`src/sps_regs.svh`:
```
// register offsets, field positions and timing counts of the phase sequencer
// assumes inclusion by sps_pkg users only; definitions, no logic
`ifndef SPS_REGS_SVH
`define SPS_REGS_SVH

// clock and timing
`define SPS_CLK_PERIOD_NS 5
`define SPS_BLANK_NS      5500
// blanking rounds up to whole cycles
`define SPS_BLANK_CYC     (((`SPS_BLANK_NS)+(`SPS_CLK_PERIOD_NS)-1)/(`SPS_CLK_PERIOD_NS))
`define SPS_BLANK_W       11

// wishbone register offsets
`define SPS_ADR_CTRL      8'h00
`define SPS_ADR_STATUS    8'h04
`define SPS_ADR_STEPS     8'h08

// ctrl fields: detector enables
`define SPS_CTRL_OPEN     0
`define SPS_CTRL_OVERCUR  1
`define SPS_CTRL_OVERHEAT 2
`define SPS_CTRL_RESET    3'h7

// status fields
`define SPS_ST_FAULT_LO   0
`define SPS_ST_FAULT_HI   1
`define SPS_ST_POS_LO     2
`define SPS_ST_POS_HI     4
`define SPS_ST_IN_RESET   5
`define SPS_ST_ENABLE     6
`define SPS_ST_FLAG_PIN   7

// synchronised input bit positions
`define SPS_SYNC_W        11
`define SPS_IN_STEP       0
`define SPS_IN_EDGE       1
`define SPS_IN_EXC        2
`define SPS_IN_DIR        3
`define SPS_IN_RST        4
`define SPS_IN_EN         5
`define SPS_IN_PWM        6
`define SPS_IN_FLY        7
`define SPS_IN_OC         8
`define SPS_IN_OT         9
`define SPS_IN_FLAG       10

// sequencer
`define SPS_POS_INIT      3'h0
`define SPS_PHASE_OFF     4'h0
`endif

```
`src/sps_pkg.sv`:
```
// types shared by the phase sequencer modules
// assumes sps_regs.svh for the widths
`include "sps_regs.svh"
package sps_pkg;

	// latched fault kind, also the four-level type output
	typedef enum logic [1:0] {
		FT_NONE,
		FT_OPEN,
		FT_OVERCUR,
		FT_OVERHEAT
	} sps_fault_e;

	typedef struct packed {
		logic [`SPS_SYNC_W-1:0] s1;
		logic [`SPS_SYNC_W-1:0] s2;
	} sps_sync_s;

	typedef struct packed {
		logic                    clk_prev;
		logic [2:0]              pos;
		logic [3:0]              phase;
		sps_fault_e              fault;
		logic                    pwm_prev;
		logic                    off_armed;
		logic                    fly_seen;
		logic [`SPS_BLANK_W-1:0] blank_cnt;
		logic [2:0]              det_en;
		logic [15:0]             step_cnt;
		logic                    wb_ack;
		logic [31:0]             wb_dat;
	} sps_state_s;

endpackage

```
`src/sps_sequencer.sv`:
```
// step/direction phase sequencer with latched fault detection
// assumes host pins asynchronous to mclk_i, classic wishbone on mclk_i
`timescale 1ns/10ps
`include "sps_regs.svh"

module sps_sequencer
	import sps_pkg::*;
(
	input  wire logic        mclk_i,              // 200 MHz clock
	input  wire logic        arst_n_i,            // power-on reset, low
	input  wire logic        ce_i,                // clock enable
	input  wire logic        step_clk_i,          // step clock pin
	input  wire logic        edge_select_i,       // 1 rising, 0 both
	input  wire logic        excitation_select_i, // 0 2-phase, 1 1-2
	input  wire logic        direction_select_i,  // 0 fwd, 1 rev
	input  wire logic        reset_n_i,           // reset pin, low
	input  wire logic        enable_i,            // output enable pin
	input  wire logic        pwm_on_i,            // chopper on period
	input  wire logic        flyback_i,           // flyback current seen
	input  wire logic        overcurrent_i,       // current comparator
	input  wire logic        overheat_i,          // substrate comparator
	output logic             phase_a_o,           // phase A drive
	output logic             phase_a_bar_o,       // phase A-bar drive
	output logic             phase_b_o,           // phase B drive
	output logic             phase_b_bar_o,       // phase B-bar drive
	input  wire logic        fault_flag_n_i,      // flag pin level
	output logic             fault_flag_n_o,      // flag drive value
	output logic             fault_flag_n_oe_n_o, // flag enable, low
	output logic [1:0]       fault_type_level_o,  // fault kind
	input  wire logic        wb_cyc_i,            // wishbone cycle
	input  wire logic        wb_stb_i,            // wishbone strobe
	input  wire logic        wb_we_i,             // wishbone write
	input  wire logic [7:0]  wb_adr_i,            // byte address
	input  wire logic [3:0]  wb_sel_i,            // byte lanes
	input  wire logic [31:0] wb_dat_i,            // write data
	output logic [31:0]      wb_dat_o,            // read data
	output logic             wb_ack_o             // acknowledge
);
	//--------------------------------------------------------------
	// functions
	//--------------------------------------------------------------

	// half-step index to {a, a_bar, b, b_bar}; even index is two-phase
	function automatic logic [3:0] phase_of(input logic [2:0] pos);
		logic [3:0] p;
		p = `SPS_PHASE_OFF;
		case (pos)
			3'h0: p = 4'h9;
			3'h1: p = 4'h8;
			3'h2: p = 4'ha;
			3'h3: p = 4'h2;
			3'h4: p = 4'h6;
			3'h5: p = 4'h4;
			3'h6: p = 4'h5;
			default: p = 4'h1;
		endcase
		return p;
	endfunction

	// next index; 2-phase from an odd index moves one to realign
	function automatic logic [2:0] next_pos(input logic [2:0] pos,
	                                        input logic half,
	                                        input logic rev);
		logic [2:0] d;
		d = (half || pos[0]) ? 3'h1 : 3'h2;
		return rev ? 3'(pos - d) : 3'(pos + d);
	endfunction

	//--------------------------------------------------------------
	// pin synchronisation
	//--------------------------------------------------------------
	logic [`SPS_SYNC_W-1:0] raw;
	logic [`SPS_SYNC_W-1:0] syn;

	assign raw = {fault_flag_n_i, overheat_i, overcurrent_i, flyback_i,
	              pwm_on_i, enable_i, reset_n_i, direction_select_i,
	              excitation_select_i, edge_select_i, step_clk_i};

	sps_sync u_sync (
		.mclk_i   (mclk_i),
		.arst_n_i (arst_n_i),
		.ce_i     (ce_i),
		.pins_i   (raw),
		.pins_o   (syn)
	);

	logic step_s;
	logic edge_s;
	logic exc_s;
	logic dir_s;
	logic rst_s;
	logic en_s;
	logic pwm_s;
	logic fly_s;
	logic oc_s;
	logic ot_s;
	logic flag_s;

	assign step_s = syn[`SPS_IN_STEP];
	assign edge_s = syn[`SPS_IN_EDGE];
	assign exc_s  = syn[`SPS_IN_EXC];
	assign dir_s  = syn[`SPS_IN_DIR];
	assign rst_s  = syn[`SPS_IN_RST];
	assign en_s   = syn[`SPS_IN_EN];
	assign pwm_s  = syn[`SPS_IN_PWM];
	assign fly_s  = syn[`SPS_IN_FLY];
	assign oc_s   = syn[`SPS_IN_OC];
	assign ot_s   = syn[`SPS_IN_OT];
	assign flag_s = syn[`SPS_IN_FLAG];

	//--------------------------------------------------------------
	// state and events
	//--------------------------------------------------------------
	sps_state_s st;
	sps_state_s nxt_st;

	logic rise;
	logic fall;
	logic step_ev;
	logic pwm_rise;
	logic pwm_fall;
	logic driving;
	logic wb_req;

	// step edges found by comparing with the previous sample
	assign rise     = step_s && !st.clk_prev;
	assign fall     = !step_s && st.clk_prev;
	assign step_ev  = rise || (fall && !edge_s);
	assign pwm_rise = pwm_s && !st.pwm_prev;
	assign pwm_fall = !pwm_s && st.pwm_prev;
	assign driving  = st.phase != `SPS_PHASE_OFF;
	assign wb_req   = wb_cyc_i && wb_stb_i;

	//--------------------------------------------------------------
	// next-state logic
	//--------------------------------------------------------------
	always_comb begin
		nxt_st          = st;
		nxt_st.clk_prev = step_s;
		nxt_st.pwm_prev = pwm_s;

		if (!rst_s) begin
			// reset pin holds initial A and B-bar position
			nxt_st.pos       = `SPS_POS_INIT;
			// only a reset pulse or the power-on reset clears the latch
			nxt_st.fault     = FT_NONE;
			nxt_st.off_armed = 1'b0;
			nxt_st.fly_seen  = 1'b0;
			nxt_st.blank_cnt = '0;
			nxt_st.step_cnt  = '0;
		end else begin
			// edges ignored while faulted; held while disabled
			if (step_ev && en_s && st.fault == FT_NONE) begin
				// direction and mode at the edge
				nxt_st.pos      = next_pos(st.pos, exc_s, dir_s);
				nxt_st.step_cnt = 16'(st.step_cnt + 16'h0001);
			end

			// blanking count held at zero while off, so a new on period
			// never inherits the expired count of the previous one
			if (!pwm_s) begin
				nxt_st.blank_cnt = '0;
			end else if (st.blank_cnt != `SPS_BLANK_W'(`SPS_BLANK_CYC)) begin
				nxt_st.blank_cnt = `SPS_BLANK_W'(st.blank_cnt + 1'b1);
			end

			// watch flyback across one off period
			if (pwm_fall) begin
				nxt_st.off_armed = driving;
				// flyback in the first off cycle counts: the set wins the restart
				nxt_st.fly_seen  = fly_s;
			end else if (!pwm_s && fly_s) begin
				nxt_st.fly_seen = 1'b1;
			end

			// first fault latches; same-cycle ties favour heat
			if (st.fault == FT_NONE) begin
				if (ot_s && st.det_en[`SPS_CTRL_OVERHEAT]) begin
					nxt_st.fault = FT_OVERHEAT;
				// overcurrent once blanking has run out
				end else if (oc_s && pwm_s && driving &&
				             st.det_en[`SPS_CTRL_OVERCUR] &&
				             st.blank_cnt == `SPS_BLANK_W'(`SPS_BLANK_CYC)) begin
					nxt_st.fault = FT_OVERCUR;
				// open terminal when the off period ends dry
				end else if (pwm_rise && st.off_armed && !st.fly_seen &&
				             driving && st.det_en[`SPS_CTRL_OPEN]) begin
					nxt_st.fault = FT_OPEN;
				end
			end
		end

		// phases off in reset, disable or fault
		if (rst_s && en_s && nxt_st.fault == FT_NONE) begin
			nxt_st.phase = phase_of(nxt_st.pos);
		end else begin
			nxt_st.phase = `SPS_PHASE_OFF;
		end

		// classic wishbone: ack one cycle after the strobe, then drop
		nxt_st.wb_ack = wb_req && !st.wb_ack;
		if (wb_req && !st.wb_ack) begin
			if (wb_adr_i == `SPS_ADR_CTRL) begin
				nxt_st.wb_dat = {29'h0, st.det_en};
			end else if (wb_adr_i == `SPS_ADR_STATUS) begin
				nxt_st.wb_dat = {24'h0, flag_s, en_s, !rst_s, st.pos, st.fault};
			end else if (wb_adr_i == `SPS_ADR_STEPS) begin
				nxt_st.wb_dat = {16'h0, st.step_cnt};
			end else begin
				nxt_st.wb_dat = '0;
			end
		end
		// write lands on the edge where the master sees ack
		if (st.wb_ack && wb_req && wb_we_i && wb_sel_i[0] &&
		    wb_adr_i == `SPS_ADR_CTRL) begin
			nxt_st.det_en = wb_dat_i[2:0];
		end
	end

	// power-on reset clears everything except det_en, which loads all detectors on; ce_i freezes all state
	always_ff @(posedge mclk_i or negedge arst_n_i) begin
		if (!arst_n_i) begin
			st        <= '0;
			st.fault  <= FT_NONE;
			st.det_en <= `SPS_CTRL_RESET;
		end else if (ce_i) begin
			st <= nxt_st;
		end
	end

	//--------------------------------------------------------------
	// outputs
	//--------------------------------------------------------------
	assign phase_a_o     = st.phase[3];
	assign phase_a_bar_o = st.phase[2];
	assign phase_b_o     = st.phase[1];
	assign phase_b_bar_o = st.phase[0];

	// open drain: pull low while any fault is latched
	assign fault_flag_n_o      = 1'b0;
	assign fault_flag_n_oe_n_o = st.fault == FT_NONE;
	// type code, level translation is outside the logic
	assign fault_type_level_o  = st.fault;
	assign wb_dat_o            = st.wb_dat;
	assign wb_ack_o            = st.wb_ack;
endmodule

```
`src/sps_sync.sv`:
```
// two-flop synchroniser for all pin inputs of the phase sequencer
// assumes pins are asynchronous to mclk_i; stage one feeds stage two only
`timescale 1ns/10ps
`include "sps_regs.svh"
module sps_sync
	import sps_pkg::*;
(
	input  wire logic                   mclk_i,   // system clock
	input  wire logic                   arst_n_i, // async reset, low
	input  wire logic                   ce_i,     // clock enable
	input  wire logic [`SPS_SYNC_W-1:0] pins_i,   // raw pin levels
	output logic      [`SPS_SYNC_W-1:0] pins_o    // synchronised levels
);
	sps_sync_s st;
	sps_sync_s nxt_st;

	// shift one stage per enabled cycle
	always_comb begin
		nxt_st    = st;
		nxt_st.s1 = pins_i;
		nxt_st.s2 = st.s1;
	end

	always_ff @(posedge mclk_i or negedge arst_n_i) begin
		if (!arst_n_i) begin
			st <= '0;
		end else if (ce_i) begin
			st <= nxt_st;
		end
	end

	assign pins_o = st.s2;
endmodule

```
`config.mk`:
```
export PLATFORM = sky130hd
export DESIGN_NAME = sps_sequencer
export DESIGN_NICKNAME = d
export VERILOG_FILES = /design/src/sps_pkg.sv /design/src/sps_sequencer.sv /design/src/sps_sync.sv
export VERILOG_INCLUDE_DIRS = /design/src
export SDC_FILE = /design/constraint.sdc
export NUM_CORES = 1
export LEC_CHECK = 0
export ABC_AREA = 1
export BUFFER_PORTS_ARGS = -buffer_cell sky130_fd_sc_hd__buf_2
export CORE_UTILIZATION = 30
export CTS_CLUSTER_SIZE = 24
export DETAILED_ROUTE_END_ITERATION = 7
export PLACE_DENSITY = 0.62
export SLEW_MARGIN = 10
export SYNTH_ARGS = -nofsm -noshare
export SYNTH_HDL_FRONTEND = slang
export SYNTH_SLANG_ARGS = --single-unit
```
`constraint.sdc`:
```
create_clock -name mclk_i -period 1.6 [get_ports mclk_i]
set_input_delay 0.16 -clock mclk_i [delete_from_list [all_inputs] [get_ports mclk_i]]
set_output_delay 0.16 -clock mclk_i [all_outputs]
set_load 0.05 [all_outputs]
```
==> impl_metrics.py, run 1 <==
metrics = {
    "setup_path": {
        "cp_max_fo": 2,
        "crit_chain": "inv_2 > ha_4 > inv_2 > nor2_4 > nand3_2 > nor2_4 > buf_6 > nand2_4 > nand2_2 > nand2_2 > nand2_4 > nand2_4 > nor2_4 > nand3_2 > nand2_1",
        "cp-end-kind": "flip-flop",
        "critPathSlowestCell": "dfrtp_1",
        "crit_arrival_ps": 1990,
        "path_class": "reg -> reg",
        "critical_path_required_ps": 1880,
        "r2r-start": "st[53]",
        "cp-start-kind": "flip-flop",
        "rr_worst_depth": 15,
        "cpPeakStageDelay_ps": 380,
        "ff2ff_setup_slack_ps": -100,
        "r2r_end": "phase_a_bar_o",
    },
    "yosys": {
        "yosys-top-cells-count": "153 x nand2_1, 79 x dfrtp_1, 54 x inv_1, 42 x nor2_1, 42 x o21ai_0",
        "synth_top_area_share_pct": 43.2,
        "synth.area.top_cells": "dfrtp_1 43%, nand2_1 13%, buf_4 6.1%, o21ai_0 4.6%, inv_1 4.4%",
        "ys_types": 47,
        "ys_ff_latch": 82,
        "ys_seq_area_share_pct": 45.0,
        "async_reset_ff_share_pct": 100,
        "synth_ff_type": "dfrtp_1",
        "synth_edf_count": 0,
        "yosys_warnings": 0,
        "syn-instance-count": 561,
        "synth_top_cell_by_area": "dfrtp_1",
        "yosysMostFrequentCell": "nand2_1",
        "synthesis.area_sq_um": 4570,
        "post_synth.cell_area_avg_sq_um": 8.15,
    },
    "outcome": {
        "violations": "DRC, setup timing",
        "status": "finished with violations",
    },
    "sta": {
        "slew_violations": 0,
        "max_freq_mhz": 587,
        "tns_ps": -470,
        "skew_ps": 8.34,
        "finalSetupViolCount": 13,
        "rsz0062_at_grt": "yes",
        "worst_slack_ps": -103,
        "hold_viol": 0,
        "period_needed_ps": 1700,
        "fin_crit_sh_pct": 106,
    },
    "global_routing": {
        "grt_overflow": 0,
        "first_global_vias": 3465,
        "antenna_found_initial": 0,
        "grt_pass1_wl_mm": 17.2,
        "grt_max_degree": 32,
        "grt_util_all_layers_pct": 14.0,
    },
    "die": {
        "die_area_sq_um": 15700,
        "start_util_pct": 31.1,
        "die_y_microns": 125,
        "coreArea_sq_um": 14700,
        "die_x_microns": 125,
        "rows": 44,
        "ios": 102,
    },
    "place": {
        "dp_hpwl_mm": 7.80,
        "port_buffers": 52,
        "dpl.cell_count": 810,
        "placed_area_sq_um": 5150,
        "gp_congestion": 0.866,
        "pre_cts_ws_ps": -125,
    },
    "power_and_ir_drop": {
        "swShare_pct": 30.9,
        "peakVddDrop_mv": 0.490,
        "internal-power_mw": 3.58,
        "switchingPower_mw": 1.60,
        "combPwrFrac_pct": 19.3,
        "power.leakage_nw": 2.78,
        "p_seq_share_pct": 43.9,
        "powerDensity_nw_per_um2": 917,
        "power.share.clock_pct": 36.8,
    },
    "route": {
        "drtIter0Drc": 218,
        "wl_per_cell_microns": 12.4,
        "vias": 3792,
        "wl_mm": 10.3,
        "firstDrtPassIters": 8,
        "drcViolationCount": 7,
        "ant_nets": 0,
        "viasPerCell": 4.55,
    },
    "cells_and_area": {
        "layout-drive-gt1-share_pct": 30.3,
        "nets": 710,
        "ff_latch_area_sq_um": 2060,
        "fin_cells": 834,
        "fin_util_pct": 38.4,
        "area_growth_pct": 23.5,
        "fillers": 1513,
        "final_cell_area_sq_um": 5640,
        "multi_input_area_sq_um": 2150,
        "diodes": 0,
    },
    "min_path": {
        "min_from": "reset_n_i",
        "whs_endpoint": "u_sync.nxt_st[4]",
        "hold_path_class": "in -> reg",
        "min_path_cells": 3,
    },
    "clock_tree": {
        "clk_latency_ps": 340,
        "cts.path.max_buffers": 2,
        "cts.clk_slew.worst_paths_ps": 60,
        "clock-sinks": 82,
        "cts_tree": "done",
        "root_buffer": "clkbuf_16",
        "h-tree-depth": 3,
        "cts_buffers": 9,
    },
    "job": {
        "cap_viol_max_count": 0,
    },
}
[registers in the layout, indices dropped and copies added, names as in the netlist]
signal,count
fault_type_level_o,2
phase_a_bar_o,1
phase_a_o,1
phase_b_bar_o,1
phase_b_o,1
st,37
u_sync.nxt_st,11
u_sync.pins_o,11
wb_ack_o,1
wb_dat_o,16
[worst max-delay path by stage]
stage	from	end	slack, ps	cells after the start
final	st[53]	phase_a_bar_o	-100	15
after global placement	st[52]	phase_a_bar_o	-70	15
after CTS	st[52]	phase_a_bar_o	-50	15
after detailed placement	st[72]	phase_a_bar_o	-120	8
after floorplan	fault_type_level_o[0]	st[45]	-80	10
after global routing	st[53]	phase_a_bar_o	-220	15
[kinds of logic (layout without fill, tap and decap cells)]
logic type | Yosys count | count (layout) | share of synthesized area, %
flip-flops | 82 | 82 | 45.0
adder cells (fa/ha/maj) | 4 | 4 | 1.26
AND/OR/NAND/NOR | 277 | 277 | 29.3
other | 1 | 17 | 0.0820
buffers and inverters | 110 | 183 | 12.5
XOR/XNOR | 7 | 7 | 1.34
AO/OA/AOI/OAI | 80 | 80 | 10.5
[cells in the final DEF, fill, tap and decap left out, drive strengths merged, types with 3 or more instances in the layout]
master  instances
conb           17
nand4           9
a31oi           4
xor2            5
dfrtp          79
a21oi          18
inv            63
clkinv          4
dfstp           3
nor2           56
nor3           12
nand3          36
clkbuf          9
nor3b           3
buf           104
nand3b          4
ha              3
o21ai          47
nand2         155
[metrics by stage]
step | power [mW] | hold WS [ps]
final | 5.18 | 18.1
after global routing | 5.45 | 21.3
after CTS | 5.16 | 3.38
after detailed placement | 3.22 | 103
after global placement | 3.20 | 101
after floorplan | 2.95 | -136
[layer usage]
layer  up-vias  GRT usage (%)  part of all wire [%]
met5         -              0                     0
met4         0           5.60                   1.8
met3        13           3.81                   6.5
met2        97           19.2                    41
met1      1756           20.4                    51
li1       1926              -                     -
[critical path: cells and delay by family, from the launching register on]
kind          cells  cell delay, ps
fa+ha+maj         1             130
flops             1             380
buf+inv           3             230
simple gates     11             900
[power by group through the flow]
stage | logic (mW) | registers, mW | clock network [mW]
after floorplan | 0.637 | 2.31 | 0
after global placement | 0.896 | 2.30 | 0
after detailed placement | 0.905 | 2.31 | 0
after CTS | 0.921 | 2.27 | 1.97
after global routing | 1.11 | 2.29 | 2.05
final | 0.997 | 2.28 | 1.91
[what timing repair did]
action	4_1_cts	5_1_grt
hold buffers	1	0
endpoints found under the hold margin	22	0
setup buffers	1	6
gates resized for setup	15	36
setup endpoints to repair	15	27
pin swaps	5	14
[area by class of cell]
type                       count  share of cell area, %
timing repair buffer         105                   12.5
tap                          184                   4.08
clock inverter                 7                  0.776
inverter                      62                   4.12
multi-input combinational    385                   38.1
sequential                    82                   36.4
clock buffer                   9                   3.99
No activity file was read; power rests on OpenSTA's default activity.
==> run 2, diff against run 1 <==
--- a/config.mk
+++ b/config.mk
@@ -8,6 +8,7 @@
 export LEC_CHECK = 0
 export ABC_AREA = 1
 export BUFFER_PORTS_ARGS = -buffer_cell sky130_fd_sc_hd__buf_2
+export CORE_ASPECT_RATIO = 0.9
 export CORE_UTILIZATION = 30
 export CTS_CLUSTER_SIZE = 24
 export DETAILED_ROUTE_END_ITERATION = 7
==> run 2 against run 1 <==
Compared with the run above: the run ends with setup timing left; first-iteration DRC count is 8.3% lower; clock skew is 1.0 ps higher; setup slack better by 83 ps; hold slack worse by 3.5 ps; combinational power hardly changed.
==> impl_metrics.py, run 2 (synthesized netlist as in run 1, its figures left out) <==
metrics = {
    "route": {
        "wl_per_cell_microns": 12.7,
        "drcViolationCount": 0,
        "ant_nets": 0,
        "vias": 3750,
        "viasPerCell": 4.41,
        "wl_mm": 10.8,
        "drtIter0Drc": 200,
        "firstDrtPassIters": 4,
    },
    "sta": {
        "worst_slack_ps": -20.0,
        "hold_viol": 0,
        "holdWs_ps": 14.5,
        "slew_violations": 0,
        "finalSetupViolCount": 7,
        "skew_ps": 9.34,
        "max_freq_mhz": 617,
        "fin_crit_sh_pct": 101,
        "rsz0062_at_grt": "yes",
        "period_needed_ps": 1620,
    },
    "setup_path": {
        "crit_arrival_ps": 1860,
        "ff2ff_setup_slack_ps": -20,
        "rr_worst_depth": 13,
        "r2r-start": "st[52]",
        "critical_path_required_ps": 1840,
        "path_class": "reg -> reg",
        "r2r_end": "st[56]",
        "cp-start-kind": "flip-flop",
        "cp_max_fo": 4,
        "cp-end-kind": "flip-flop",
    },
    "global_routing": {
        "grt_overflow": 0,
        "antenna_found_initial": 0,
        "first_global_vias": 3587,
        "grt_max_degree": 28,
        "grt_util_all_layers_pct": 14.4,
        "grt_pass1_wl_mm": 17.8,
    },
    "min_path": {
        "min_path_cells": 3,
        "hold_path_class": "in -> reg",
        "min_from": "edge_select_i",
        "whs_endpoint": "u_sync.nxt_st[1]",
    },
    "clock_tree": {
        "clock-sinks": 82,
        "cts.path.max_buffers": 2,
        "cts_tree": "done",
        "cts_buffers": 9,
        "h-tree-depth": 3,
        "clk_latency_ps": 350,
        "cts.clk_slew.worst_paths_ps": 60,
        "root_buffer": "clkbuf_16",
    },
    "place": {
        "port_buffers": 52,
        "placed_area_sq_um": 5170,
        "dp_hpwl_mm": 7.88,
        "gp_congestion": 0.837,
    },
    "cells_and_area": {
        "largest_register": "st",
        "area_growth_pct": 25.8,
        "final_cell_area_sq_um": 5750,
        "final_cell_mix": "145 x nand2_1, 78 x dfrtp_1, 50 x inv_1, 50 x buf_2, 47 x buf_4",
        "layout-drive-gt1-share_pct": 31.5,
        "largest_reg_flops": 37,
        "final_common_cell": "nand2_1",
        "diodes": 0,
        "nets": 713,
    },
    "power_and_ir_drop": {
        "switchingPower_mw": 1.68,
        "powerDensity_nw_per_um2": 927,
        "power.share.clock_pct": 38.0,
        "power.leakage_nw": 2.79,
        "peakVddDrop_mv": 0.716,
        "swShare_pct": 31.5,
        "p_seq_share_pct": 42.7,
        "internal-power_mw": 3.65,
        "combPwrFrac_pct": 19.3,
    },
    "die": {
        "coreArea_sq_um": 14800,
        "rows": 42,
        "ios": 102,
        "start_util_pct": 30.9,
        "die_y_microns": 119,
        "die_area_sq_um": 15700,
        "die_x_microns": 132,
    },
    "outcome": {
        "status": "finished with violations",
        "violations": "setup timing",
    },
    "job": {
        "cap_viol_max_count": 0,
    },
}
## run 2: worst max-delay path by stage
stage	start	end	slack, ps	cells past startpoint
after floorplan	fault_type_level_o[0]	st[45]	-80	10
after global placement	st[72]	phase_a_o	-70	8
after detailed placement	st[72]	phase_a_o	-110	8
after CTS	st[52]	st[59]	-60	12
after global routing	st[52]	st[59]	-150	12
final	st[52]	st[56]	-20	13
## run 2: worst max-delay path: stages (launching register included)
cell	delay (ps)
dfrtp_1	390
inv_2	90
ha_4	140
inv_2	30
nor2_2	80
nand3_2	80
nor2_4	120
buf_4	120
buf_6	80
a21oi_4	60
nand2_2	110
nor2_1	50
o21ai_1	130
nor2_1	50
## run 2: power by group through the flow
stage | registers (mW) | logic, mW | clock network, mW
after floorplan | 2.31 | 0.637 | 0
after global placement | 2.31 | 0.897 | 0
after detailed placement | 2.31 | 0.907 | 0
after CTS | 2.27 | 0.930 | 2.09
after global routing | 2.29 | 1.14 | 2.16
final | 2.28 | 1.03 | 2.03
## run 2: area by class of cell
type | instances | area [sq um]
clock buffers | 10 | 239
inverters | 62 | 235
repair buffers | 108 | 747
fillers | 1530 | 9070
flip-flops and latches | 82 | 2060
well taps | 198 | 248
clock inverters | 6 | 51.3
multi-input cells | 385 | 2170
## run 2: stage by stage
step	std cells	util (%)	TNS [ps]	total power, mW	setup slack [ps]
final	851	38.8	-91.1	5.33	-20.0
after global routing	851	38.8	-1750	5.58	-146
after CTS	844	37.3	-215	5.29	-55.4
after detailed placement	825	34.9	-401	3.22	-107
after global placement	825	34.9	-198	3.20	-65.7
after floorplan	577	-	-106	2.95	-76.4
## run 2: what timing repair did
action                                  4_1_cts  5_1_grt
resized for setup                            10       53
pin swaps                                     6       12
buffers inserted                              2        8
endpoints found under the setup margin       11       26
hold endpoints to repair                     19        0
hold buffers                                  1        0
## run 2: metal layers
| layer | GRT usage [%] | part of all wire (%) | vias up |
|---|---|---|---|
| met5 | 0 | 0 | - |
| met4 | 4.58 | 1.2 | 0 |
| met3 | 4.04 | 4.8 | 10 |
| met2 | 19.8 | 41 | 71 |
| met1 | 21.3 | 53 | 1738 |
| li1 | - | - | 1931 |
